`config.mk`:
```
export PLATFORM = sky130hd
export DESIGN_NAME = alarm_foldback_manager
export DESIGN_NICKNAME = d
export VERILOG_FILES = /design/src/hdl/afm_pkg.sv /design/src/hdl/tick_timer.sv /design/src/hdl/alarm_foldback_manager.sv
export VERILOG_INCLUDE_DIRS = /design/src /design/src/hdl
export SDC_FILE = /design/constraint.sdc
export NUM_CORES = 1
export LEC_CHECK = 0
export ABC_AREA = 1
export BUFFER_PORTS_ARGS = -buffer_cell sky130_fd_sc_hd__buf_2
export CAP_MARGIN = 30
export CORE_ASPECT_RATIO = 0.75
export CORE_MARGIN = 5
export CORE_UTILIZATION = 45
export DETAILED_ROUTE_END_ITERATION = 12
export PLACE_DENSITY_LB_ADDON = 0.25
export RECOVER_POWER = 50
export SYNTH_ARGS = -nofsm -noshare
export SYNTH_HDL_FRONTEND = slang
export SYNTH_HIERARCHICAL = 1
export SYNTH_SLANG_ARGS = --single-unit
export TNS_END_PERCENT = 5
```
`constraint.sdc`:
```
create_clock -name clock_i -period 12.2 [get_ports clock_i]
set_input_delay 1.83 -clock clock_i [delete_from_list [all_inputs] [get_ports clock_i]]
set_output_delay 1.83 -clock clock_i [all_outputs]
set_load 0.01 [all_outputs]
```
`src/hdl/afm_defines.svh`:
```
// constants for the alarm and foldback manager
`ifndef AFM_DEFINES_SVH
`define AFM_DEFINES_SVH

`define ALM_AC 4'h0
`define ALM_FOLD 4'h8
`define ALM_FLASH_BOOT 4'hC
`define ALM_FLASH_RECALL 4'hD
`define ALM_NONE 4'hF
`define MASKABLE 14'h070E
`define LATCHABLE 14'h0107
`define ALWAYS_LATCH 14'h00C0
`define FAN_BITS 14'h0018
`define AUTO_CLEAR 14'h0E3A
`define MASK_RST 14'h070E
`define LATCH_RST 14'h0000
`define TIMEOUT_RST 8'h05

`define REG_CTRL 8'h00
`define REG_MASK 8'h04
`define REG_LATCH 8'h08
`define REG_FOLD 8'h0C
`define REG_TIMEOUT 8'h10
`define REG_STATUS 8'h14
`define REG_ERRCNT 8'h18

`define CLK_PERIOD_NS 10
`define TICK_NS 50000000
`define TICK_MS 50
`define HOLD_MS 3000
`define TICKS_PER_S 13'h0014
`define FOLD_FINE_CODES 8'h5B
`define FOLD_FINE_BASE 13'h000A
`define FOLD_COARSE_OFS 13'h0055
`define FOLD_CODE_MAX 8'h87

`endif

```
`src/hdl/afm_pkg.sv`:
```
// types shared by the alarm and foldback manager
package afm_pkg;
  typedef enum logic [1:0] {
    FOLD_NONE = 2'b00,
    FOLD_CV = 2'b01,
    FOLD_CC = 2'b10
  } fold_mode_e;

  typedef logic [13:0] alarm_vec_t;

  typedef struct packed {
    logic read;
    logic write;
    logic [7:0] address;
    logic [31:0] writedata;
  } avmm_req_s;

  typedef struct packed {
    logic [31:0] readdata;
    logic waitrequest;
  } avmm_rsp_s;

  typedef struct packed {
    logic knob;
    logic out_btn;
    logic soft_keys;
    logic cv;
    logic cc;
    logic boot_fail;
    logic [11:0] cause;
  } panel_pins_s;

  typedef struct packed {
    panel_pins_s sync1;
    panel_pins_s sync2;
    logic [22:0] tick_cnt;
    logic tick;
    logic knob_q;
    logic btn_q;
    logic mode_q;
    fold_mode_e fold;
    logic [7:0] fold_code;
    logic commit;
    alarm_vec_t mask;
    alarm_vec_t latch;
    logic [7:0] timeout;
    logic remote_clr;
    alarm_vec_t active;
    logic sticky;
    logic out_want;
    logic out_en;
    logic [3:0] disp;
    logic confirm;
    logic fold_ind;
    logic err_push;
    logic recall_apply;
    logic [15:0] err_cnt;
    logic wait_rq;
    logic [31:0] rdata;
  } afm_state_s;
endpackage

```
`src/hdl/tick_timer.sv`:
```
// down-counting timer paced by a slow tick enable
`timescale 1ns/1ns
module tick_timer #(
  parameter int W = 13
) (
  input wire logic clock_i,
  input wire logic rst_n_i,
  input wire logic tick_i,
  input wire logic start_i,
  input wire logic cancel_i,
  input wire logic [W-1:0] load_i,
  output logic running_o,
  output logic expire_o
);
  typedef struct packed {
    logic [W-1:0] cnt;
    logic run;
    logic exp;
  } timer_state_s;

  timer_state_s s_ff;
  timer_state_s nxt_s;

  always_comb begin
    nxt_s = s_ff;
    nxt_s.exp = 1'b0;
    if (cancel_i) begin
      nxt_s.run = 1'b0;
    end else if (start_i) begin
      nxt_s.run = 1'b1;
      nxt_s.cnt = load_i;
    end else if (s_ff.run && tick_i) begin
      // a zero load expires on the first tick
      if (s_ff.cnt <= W'(1)) begin
        nxt_s.run = 1'b0;
        nxt_s.exp = 1'b1;
      end else begin
        nxt_s.cnt = s_ff.cnt - W'(1);
      end
    end
  end

  always_ff @(posedge clock_i or negedge rst_n_i) begin
    if (!rst_n_i) begin
      s_ff <= '0;
    end else begin
      s_ff <= nxt_s;
    end
  end

  assign running_o = s_ff.run;
  assign expire_o = s_ff.exp;
endmodule

```
`src/hdl/alarm_foldback_manager.sv`:
```
// protection alarm supervisor with foldback timer and avalon register slave
`timescale 1ns/1ns
`include "afm_defines.svh"
module alarm_foldback_manager #(
  parameter int TICK_CYCLES = `TICK_NS / `CLK_PERIOD_NS
) (
  input wire logic clock_i,
  input wire logic rst_n_i,
  input wire afm_pkg::avmm_req_s avm_req_i,
  output afm_pkg::avmm_rsp_s avm_rsp_o,
  input wire afm_pkg::panel_pins_s panel_i,
  input wire logic recall_req_i,
  input wire logic recall_cksum_bad_i,
  output logic output_enable_o,
  output logic sticky_alarm_indicator_o,
  output afm_pkg::alarm_vec_t alarm_active_o,
  output logic [3:0] displayed_alarm_o,
  output logic clear_confirm_message_o,
  output logic foldback_indicator_o,
  output logic error_push_o,
  output logic recall_apply_o
);
  import afm_pkg::*;

  localparam logic [12:0] HOLD_TICKS = 13'(`HOLD_MS / `TICK_MS);

  logic [1:0] rst_pipe_ff;
  logic rst_n;
  afm_state_s s_ff;
  afm_state_s nxt_s;
  panel_pins_s pin;
  logic knob_rise;
  logic btn_rise;
  logic in_mode;
  logic fold_start;
  logic fold_cancel;
  logic [12:0] fold_load;
  logic [12:0] recall_load;
  logic hold_exp;
  logic fold_exp;
  logic fold_run;
  logic recall_exp;
  logic recall_bad;
  alarm_vec_t mask_eff;
  alarm_vec_t latch_eff;
  alarm_vec_t trig;
  alarm_vec_t clearable;
  alarm_vec_t man_clr;
  alarm_vec_t auto_clr;
  alarm_vec_t cleared;
  logic clr_req;
  logic sticky_clr;
  logic [31:0] rd;

  // =====================================================
  // reset release
  // =====================================================
  always_ff @(posedge clock_i or negedge rst_n_i) begin
    if (!rst_n_i) begin
      rst_pipe_ff <= 2'h0;
    end else begin
      rst_pipe_ff <= {rst_pipe_ff[0], 1'b1};
    end
  end
  assign rst_n = rst_pipe_ff[1];

  // =====================================================
  // timers
  // =====================================================
  tick_timer #(.W(13)) hold_timer (
    .clock_i(clock_i),
    .rst_n_i(rst_n),
    .tick_i(s_ff.tick),
    .start_i(knob_rise),
    .cancel_i(!pin.knob),
    .load_i(HOLD_TICKS),
    .running_o(),
    .expire_o(hold_exp)
  );

  tick_timer #(.W(13)) fold_timer (
    .clock_i(clock_i),
    .rst_n_i(rst_n),
    .tick_i(s_ff.tick),
    .start_i(fold_start),
    .cancel_i(fold_cancel),
    .load_i(fold_load),
    .running_o(fold_run),
    .expire_o(fold_exp)
  );

  tick_timer #(.W(13)) recall_timer (
    .clock_i(clock_i),
    .rst_n_i(rst_n),
    .tick_i(s_ff.tick),
    .start_i(recall_bad),
    .cancel_i(1'b0),
    .load_i(recall_load),
    .running_o(),
    .expire_o(recall_exp)
  );

  // =====================================================
  // next state
  // =====================================================
  always_comb begin
    nxt_s = s_ff;
    rd = 32'h0;
    pin = s_ff.sync2;
    nxt_s.sync1 = panel_i;
    nxt_s.sync2 = s_ff.sync1;

    // 50 ms pacing tick for all timers
    nxt_s.tick = 1'b0;
    if (s_ff.tick_cnt == 23'(TICK_CYCLES - 1)) begin
      nxt_s.tick_cnt = 23'h0;
      nxt_s.tick = 1'b1;
    end else begin
      nxt_s.tick_cnt = s_ff.tick_cnt + 23'h1;
    end

    knob_rise = pin.knob && !s_ff.knob_q;
    btn_rise = pin.out_btn && !s_ff.btn_q;
    nxt_s.knob_q = pin.knob;
    nxt_s.btn_q = pin.out_btn;

    // foldback arming; none never matches a mode
    in_mode = (s_ff.fold == FOLD_CV && pin.cv) || (s_ff.fold == FOLD_CC && pin.cc);
    nxt_s.mode_q = in_mode && s_ff.out_en;
    fold_start = (in_mode && s_ff.out_en && !s_ff.mode_q) || (s_ff.commit && in_mode && s_ff.out_en);
    fold_cancel = !(in_mode && s_ff.out_en);
    if (s_ff.fold_code < `FOLD_FINE_CODES) begin
      fold_load = `FOLD_FINE_BASE + {5'h0, s_ff.fold_code};
    end else begin
      fold_load = 13'(({5'h0, s_ff.fold_code} - `FOLD_COARSE_OFS) * `TICKS_PER_S);
    end
    recall_load = 13'({5'h0, s_ff.timeout} * `TICKS_PER_S);

    // register slave: one wait cycle, then the request is taken
    nxt_s.wait_rq = 1'b1;
    nxt_s.commit = 1'b0;
    nxt_s.remote_clr = 1'b0;
    case (avm_req_i.address)
      `REG_CTRL: rd = 32'h0;
      `REG_MASK: rd = {18'h0, s_ff.mask};
      `REG_LATCH: rd = {18'h0, s_ff.latch};
      `REG_FOLD: rd = {16'h0, s_ff.fold_code, 6'h0, s_ff.fold};
      `REG_TIMEOUT: rd = {24'h0, s_ff.timeout};
      `REG_STATUS: rd = {10'h0, fold_run, s_ff.out_en, s_ff.sticky, s_ff.disp, 1'b0, s_ff.active};
      `REG_ERRCNT: rd = {16'h0, s_ff.err_cnt};
      default: rd = 32'h0;
    endcase
    if ((avm_req_i.read || avm_req_i.write) && s_ff.wait_rq) begin
      nxt_s.wait_rq = 1'b0;
      nxt_s.rdata = rd;
    end
    if (avm_req_i.write && !s_ff.wait_rq) begin
      case (avm_req_i.address)
        `REG_CTRL: nxt_s.remote_clr = avm_req_i.writedata[0];
        `REG_MASK: nxt_s.mask = avm_req_i.writedata[13:0];
        `REG_LATCH: nxt_s.latch = avm_req_i.writedata[13:0];
        `REG_FOLD: begin
          if (avm_req_i.writedata[1:0] == 2'h3) begin
            nxt_s.fold = FOLD_NONE;
          end else begin
            nxt_s.fold = fold_mode_e'(avm_req_i.writedata[1:0]);
          end
          // out-of-range codes pin to the 50 s ceiling
          if (avm_req_i.writedata[15:8] > `FOLD_CODE_MAX) begin
            nxt_s.fold_code = `FOLD_CODE_MAX;
          end else begin
            nxt_s.fold_code = avm_req_i.writedata[15:8];
          end
          nxt_s.commit = 1'b1;
        end
        `REG_TIMEOUT: nxt_s.timeout = avm_req_i.writedata[7:0];
        default: ;
      endcase
    end

    // alarm sources; non-maskable bits stay enabled whatever is written
    // new mask applies in the write cycle so no masked bit outlives it
    mask_eff = nxt_s.mask | ~`MASKABLE;
    latch_eff = (s_ff.latch & `LATCHABLE) | `ALWAYS_LATCH;
    recall_bad = recall_req_i && recall_cksum_bad_i;
    trig = {2'b00, pin.cause};
    trig[`ALM_FOLD] = pin.cause[`ALM_FOLD] || fold_exp;
    trig[`ALM_FLASH_BOOT] = pin.boot_fail;
    trig[`ALM_FLASH_RECALL] = recall_bad;
    trig = trig & mask_eff;

    // manual or remote clear takes the top clearable alarm only
    clr_req = hold_exp || s_ff.remote_clr;
    clearable = s_ff.active;
    clearable[`ALM_FLASH_BOOT] = 1'b0;
    man_clr = clr_req ? (clearable & alarm_vec_t'(~clearable + 14'h1)) : 14'h0;
    auto_clr = s_ff.active & `AUTO_CLEAR & ~{2'b00, pin.cause};
    cleared = man_clr | auto_clr;
    cleared[`ALM_FLASH_BOOT] = pin.soft_keys;
    cleared[`ALM_FLASH_RECALL] = cleared[`ALM_FLASH_RECALL] || recall_exp;
    cleared = cleared & s_ff.active;
    // a new trigger in the clearing cycle survives
    nxt_s.active = ((s_ff.active & ~cleared) | trig) & mask_eff;

    // output control
    if (|(cleared & latch_eff)) begin
      nxt_s.out_want = 1'b0;
    end
    if (btn_rise) begin
      nxt_s.out_want = !s_ff.out_en;
    end
    nxt_s.out_en = nxt_s.out_want && !(|(nxt_s.active & ~`FAN_BITS));

    // sticky indicator; setting wins over clearing
    sticky_clr = (s_ff.remote_clr || (btn_rise && !s_ff.out_en) || (|man_clr)) && !(|nxt_s.active);
    nxt_s.sticky = (s_ff.sticky && !sticky_clr) || (|trig);

    // lowest set bit is the displayed alarm
    nxt_s.disp = `ALM_NONE;
    for (int i = 13; i >= 0; i--) begin
      if (nxt_s.active[i]) begin
        nxt_s.disp = 4'(i);
      end
    end
    if (hold_exp && (|man_clr)) begin
      nxt_s.confirm = 1'b1;
    end else if (!pin.knob) begin
      nxt_s.confirm = 1'b0;
    end
    nxt_s.fold_ind = nxt_s.fold != FOLD_NONE;

    // user slot recall: a bad checksum keeps settings and queues an error
    nxt_s.err_push = 1'b0;
    nxt_s.recall_apply = 1'b0;
    if (recall_req_i) begin
      if (recall_cksum_bad_i) begin
        nxt_s.err_push = 1'b1;
        nxt_s.err_cnt = s_ff.err_cnt + 16'h1;
      end else begin
        nxt_s.recall_apply = 1'b1;
      end
    end
  end

  // power cycle returns every alarm to clear
  always_ff @(posedge clock_i or negedge rst_n) begin
    if (!rst_n) begin
      s_ff <= '0;
      s_ff.mask <= `MASK_RST;
      s_ff.latch <= `LATCH_RST;
      s_ff.timeout <= `TIMEOUT_RST;
      s_ff.fold <= FOLD_NONE;
      s_ff.disp <= `ALM_NONE;
      s_ff.wait_rq <= 1'b1;
    end else begin
      s_ff <= nxt_s;
    end
  end

  // =====================================================
  // outputs
  // =====================================================
  assign avm_rsp_o = '{readdata: s_ff.rdata, waitrequest: s_ff.wait_rq};
  assign output_enable_o = s_ff.out_en;
  assign sticky_alarm_indicator_o = s_ff.sticky;
  assign alarm_active_o = s_ff.active;
  assign displayed_alarm_o = s_ff.disp;
  assign clear_confirm_message_o = s_ff.confirm;
  assign foldback_indicator_o = s_ff.fold_ind;
  assign error_push_o = s_ff.err_push;
  assign recall_apply_o = s_ff.recall_apply;
endmodule

```
# After elaboration in Yosys (flattened, before gate mapping)
# Index checks and enable logic that the tools add are counted.
dict set report classes {
  n_lt_le_gt_ge 5
  n_reduce_logical 58
  div 0
  n_mux 55
  shifts 0
  add_sub_neg 8
  n_mul 2
  bitwise_logic 12
  eq_ne 18
}
# op n
set ops {}
lappend ops {{one-hot mux 22 bit (6 select lines)} 1}
lappend ops {{2-to-1 mux 14 bit} 6}
lappend ops {{AND 14 bit} 5}
lappend ops {{OR reduction 14 bit} 4}
lappend ops {{2-to-1 mux 13 bit} 4}
lappend ops {{2-to-1 mux 4 bit} 13}
lappend ops {{2-to-1 mux 48 bit} 1}
lappend ops {{2-to-1 mux 15 bit} 3}
lappend ops {{less-or-equal comparator 13 x 1 -> 1 bit, second input constant} 3}
lappend ops {{subtractor 13 x 1 -> 13 bit, second input constant} 3}
lappend ops {{2-to-1 mux 33 bit} 1}
lappend ops {{inverter 14 bit} 2}
lappend ops {{OR 14 bit} 2}
lappend ops {{equality test 8 x 5 -> 1 bit, second input constant} 3}
lappend ops {{adder 23 x 1 -> 23 bit, second input constant} 1}
lappend ops {{equality test 23 bit, second input constant} 1}
lappend ops {{2-to-1 mux 23 bit} 1}
lappend ops {{logical AND 1 bit} 19}
lappend ops {{2-to-1 mux 18 bit} 1}
lappend ops {{AND reduction 2 bit} 9}
lappend ops {{adder 16 x 1 -> 16 bit, second input constant} 1}
lappend ops {{equality test 8 x 4 -> 1 bit, second input constant} 2}
lappend ops {{2-to-1 mux 16 bit} 1}
lappend ops {{2-to-1 mux 8 bit} 2}
lappend ops {{25 further kinds} 69}
dict set report word_totals {
  wordCells 207
  romBits 0
  latch_bits 0
  output_inout_bits 57
  ff_bits 232
  mem_count 0
  ram_bits 0
  inputBits 64
}

# Longest topological paths before layout
dict set report depth {
  depth_word 25
  ltp_mapped 22
  mapped_depth_nobuf 22
}

# Hierarchy
# Netlist, hierarchy kept.
# module n_inst seq_area_each_um2 cells_per_inst area_per_inst_um2
set by_module_without_submodules {}
lappend by_module_without_submodules {alarm_foldback_manager 1 4445.5 1001 8959.8}
lappend by_module_without_submodules {tick_timer 3 375.4 169 1129.8}

# Worst setup path after synthesis
# No wires, ideal clock.
dict set report synth_timing {
  path_type {input to register}
  startpoint {input port avm_req_i[39] (netlist bit)}
  endpoint {register s_ff, in the netlist sticky_alarm_indicator_o}
  cell_stages 13
  arrival_time_ns 2.969
  slack_ns 9.109
  cell_sequence {nor2_1 > nand2_1 > inv_2 > nand3_4 > buf_6 > nand2_2 > o21ai_2 > nand2_2 > nand2_2 > nor2_4 > nand3_1 > o21ai_1 > nand2_1}
}
# element line
set synth_rtl {}
lappend synth_rtl {{from (decl)} alarm_foldback_manager.sv:9} ;# input wire afm_pkg::avmm_req_s avm_req_i,
lappend synth_rtl {{to (signal assigned)} alarm_foldback_manager.sv:256} ;# s_ff <= nxt_s;
lappend synth_rtl {{to (decl)} alarm_foldback_manager.sv:29} ;# afm_state_s s_ff;

==> results.json <==
{
  "gr-total-overflow": 0,
  "yosysSeqAreaShare_pct": 45.1,
  "die_h_um": 153,
  "dr.pass1.iters": 5,
  "grt.busiest_layer": "met1",
  "fin_total_pwr_mw": 1.69,
  "cts-root-buf": "clkbuf_16",
  "yosys_warnings": 6,
  "cts_max_level": 1,
  "cts_buffers": 24,
  "hold_start": "nxt_s[158]",
  "cap_violations": 3,
  "timing.final.crit_period_ns": 4.18,
  "worstReg2RegStart": "rst_pipe_ff[1]",
  "drc": 0,
  "r2r_slack_ns": 8.02,
  "cts_resized": 0,
  "wl_per_cell_um": 16.0,
  "synth_cell_types": 56,
  "status": "finished, violations left",
  "ys_ff_latch": 222,
  "max-vdd-ir-drop_v": 0.000103,
  "grt_pass1_wl_um": 50300,
  "numClockSinks": 222,
  "drt-total-wl_um": 31200,
  "met2_usage_pct": 27.3,
  "reg2reg_depth": 4,
  "layout.nets": 1685,
  "worst_pin_slew_ns": 3.77,
  "die-area_sq_um": 30900,
  "yosys-top-cells-area": "dfrtp_1, nand2_1, inv_1",
  "clk_latency_ns": 0.52,
  "antenna_found_initial": 0,
  "ys_async_sr_fraction_pct": 100,
  "synth_edf_count": 0,
  "rsz0062_at_grt": "no",
  "pre_cts_ws_ns": 8.01,
  "netlist_instances": 1508,
  "grt_usage_pct": 19.9,
  "crit_required_ns": 12.82,
  "yosys.area.top_type": "dfrtp_1",
  "grt_pass1_vias": 9330,
  "cts_buffer_depth": 3,
  "fin_ws_ns": 8.02,
  "dieWidth_um": 201,
  "hold_end": "pin[9]",
  "fp-row-count": 52,
  "whs_path_depth": 0,
  "hp-class": "reg -> reg",
  "syn_avg_cell_area_sq_um": 8.19,
  "setup_tns_ns": 0,
  "cp_data_arrival_time_ns": 4.80,
  "yosysTopAreaCellShare_pct": 42.4,
  "leakagePower_nw": 7.06,
  "max_freq_mhz": 239,
  "critPathKind": "reg -> async",
  "slew_viol_final": 152,
  "met1_usage_pct": 32.5,
  "power.density_nw_per_um2": 124,
  "synthMostInstantiatedCell": "nand2_1",
  "setup_viol": 0,
  "vias": 10100,
  "antenna_left": 0,
  "regToRegEndpoint": "s_ff[105]",
  "coreArea_sq_um": 27000,
  "critical_path.endpoint_type": "async pin",
  "hpwl_um": 22900,
  "initial_utilization_pct": 45.7,
  "netlist_top_cells_count": "nand2_1, dfrtp_1, inv_1",
  "fin_crit_sh_pct": 34.3,
  "slew_headroom_pct": -151,
  "grt_max_degree": 76,
  "met3_usage_pct": 3.94,
  "ios": 121,
  "place_congestion": 0.907,
  "viasPerCell": 5.18,
  "skew_ns": 0.0148,
  "synth_area_sq_um": 12300,
  "diodes": 0,
  "post_route_cells_drive_above_1_share_pct": 14.9,
  "hold_viol": 0,
  "hold_buffers": 0,
  "clk_pin_slew_ns": 0.06,
  "area_growth_pct": 10.2,
  "synth_ff_type": "dfrtp_1",
  "crit_path_max_fanout": 71,
  "initialDrtViolationCount": 752,
  "io_buffers": 94,
  "cp-start-kind": "flop",
  "tritoncts": "yes",
  "violations": "max-capacitance violations, max-slew violations",
  "cts_setup_buffers": 0
}
-- kinds of logic (layout without fill, tap and decap cells) --
family,count (synthesis),after routing,synth area share [%]
AND/OR/NAND/NOR,727,727,27.6
buffers and inverters,270,334,10.3
flip-flops,222,222,45.1
AO/OA/AOI/OAI,196,196,9.08
XOR/XNOR,50,50,3.55
adder cells (fa/ha/maj),41,41,4.28
other,2,28,0.0608
-- stage by stage --
step,cell area (sq um),hold slack (ns),util [%],instances
detailed placement,12900,0.335,47.6,1902
global placement,12800,0.333,47.5,1900
CTS,13600,0.349,50.4,1946
floorplan,12400,0.331,-,1534
finish,13600,0.348,50.4,1949
global route,13600,0.353,50.4,1949
-- worst max-delay path, stage by stage, from the launching register on --
cell and delay, ns:
dfrtp_4 0.40, clkbuf_1 1.13, clkbuf_1 1.93, clkbuf_1 0.38
buf_16 0.35
-- metal layers --
layer	vias up	wire length, um
met5	-	0
met4	0	456
met3	32	2460
met2	311	12300
met1	4826	16000
li1	4934	-
-- worst max path at each step --
stage / slack [ns] / to / cells past startpoint / start
4_1_cts: 8.57 / foldback_indicator_o / 8 / avm_req_i[39]
3_5_place_dp: 8.01 / foldback_indicator_o / 8 / avm_req_i[39]
6_report: 8.02 / s_ff[105] / 4 / rst_pipe_ff[1]
2_1_floorplan: 5.58 / alarm_active_o[0] / 0 / rst_pipe_ff[1]
3_3_place_gp: 7.90 / displayed_alarm_o[0] / 14 / avm_req_i[39]
5_1_grt: 7.24 / s_ff[106] / 4 / rst_pipe_ff[1]
-- final cells by class --
cell class | instances | area, sq um
well taps | 351 | 439
clock inverters | 9 | 78.8
multi-input cells | 1042 | 5600
inverters | 187 | 703
fillers | 2607 | 13400
repair buffers | 103 | 539
flip-flops and latches | 222 | 5580
clock buffers | 35 | 683
-- layout by cell type (no fill, tap or decap), drive strengths merged, types with 7 or more instances in the layout --
cell type,count
nor2,135
inv,186
clkinv,7
xor2,44
dfstp,13
o21ai,101
o22ai,13
buf,95
a31oi,9
nor3,21
a21oi,41
clkbuf,43
nand3,125
nor4,12
dfrtp,209
nand2,407
ha,39
nand4,14
conb,28
-- registers in the layout, summed over array words and instances (netlist names), 2 cells and up --
register and count:
s_ff 88, avm_rsp_o 23, nxt_s 20, pin 16, alarm_active_o 14, fold_timer/s_ff 13, hold_timer/s_ff 13, recall_timer/s_ff 13
displayed_alarm_o 4, latch_eff 4, rst_pipe_ff 2
-- power breakdown --
group	internal, mW	switching (mW)
registers	0.770	0.0274
logic	0.0629	0.127
clock network	0.410	0.297
total	1.24	0.451
(Power assumes the default switching activity.)
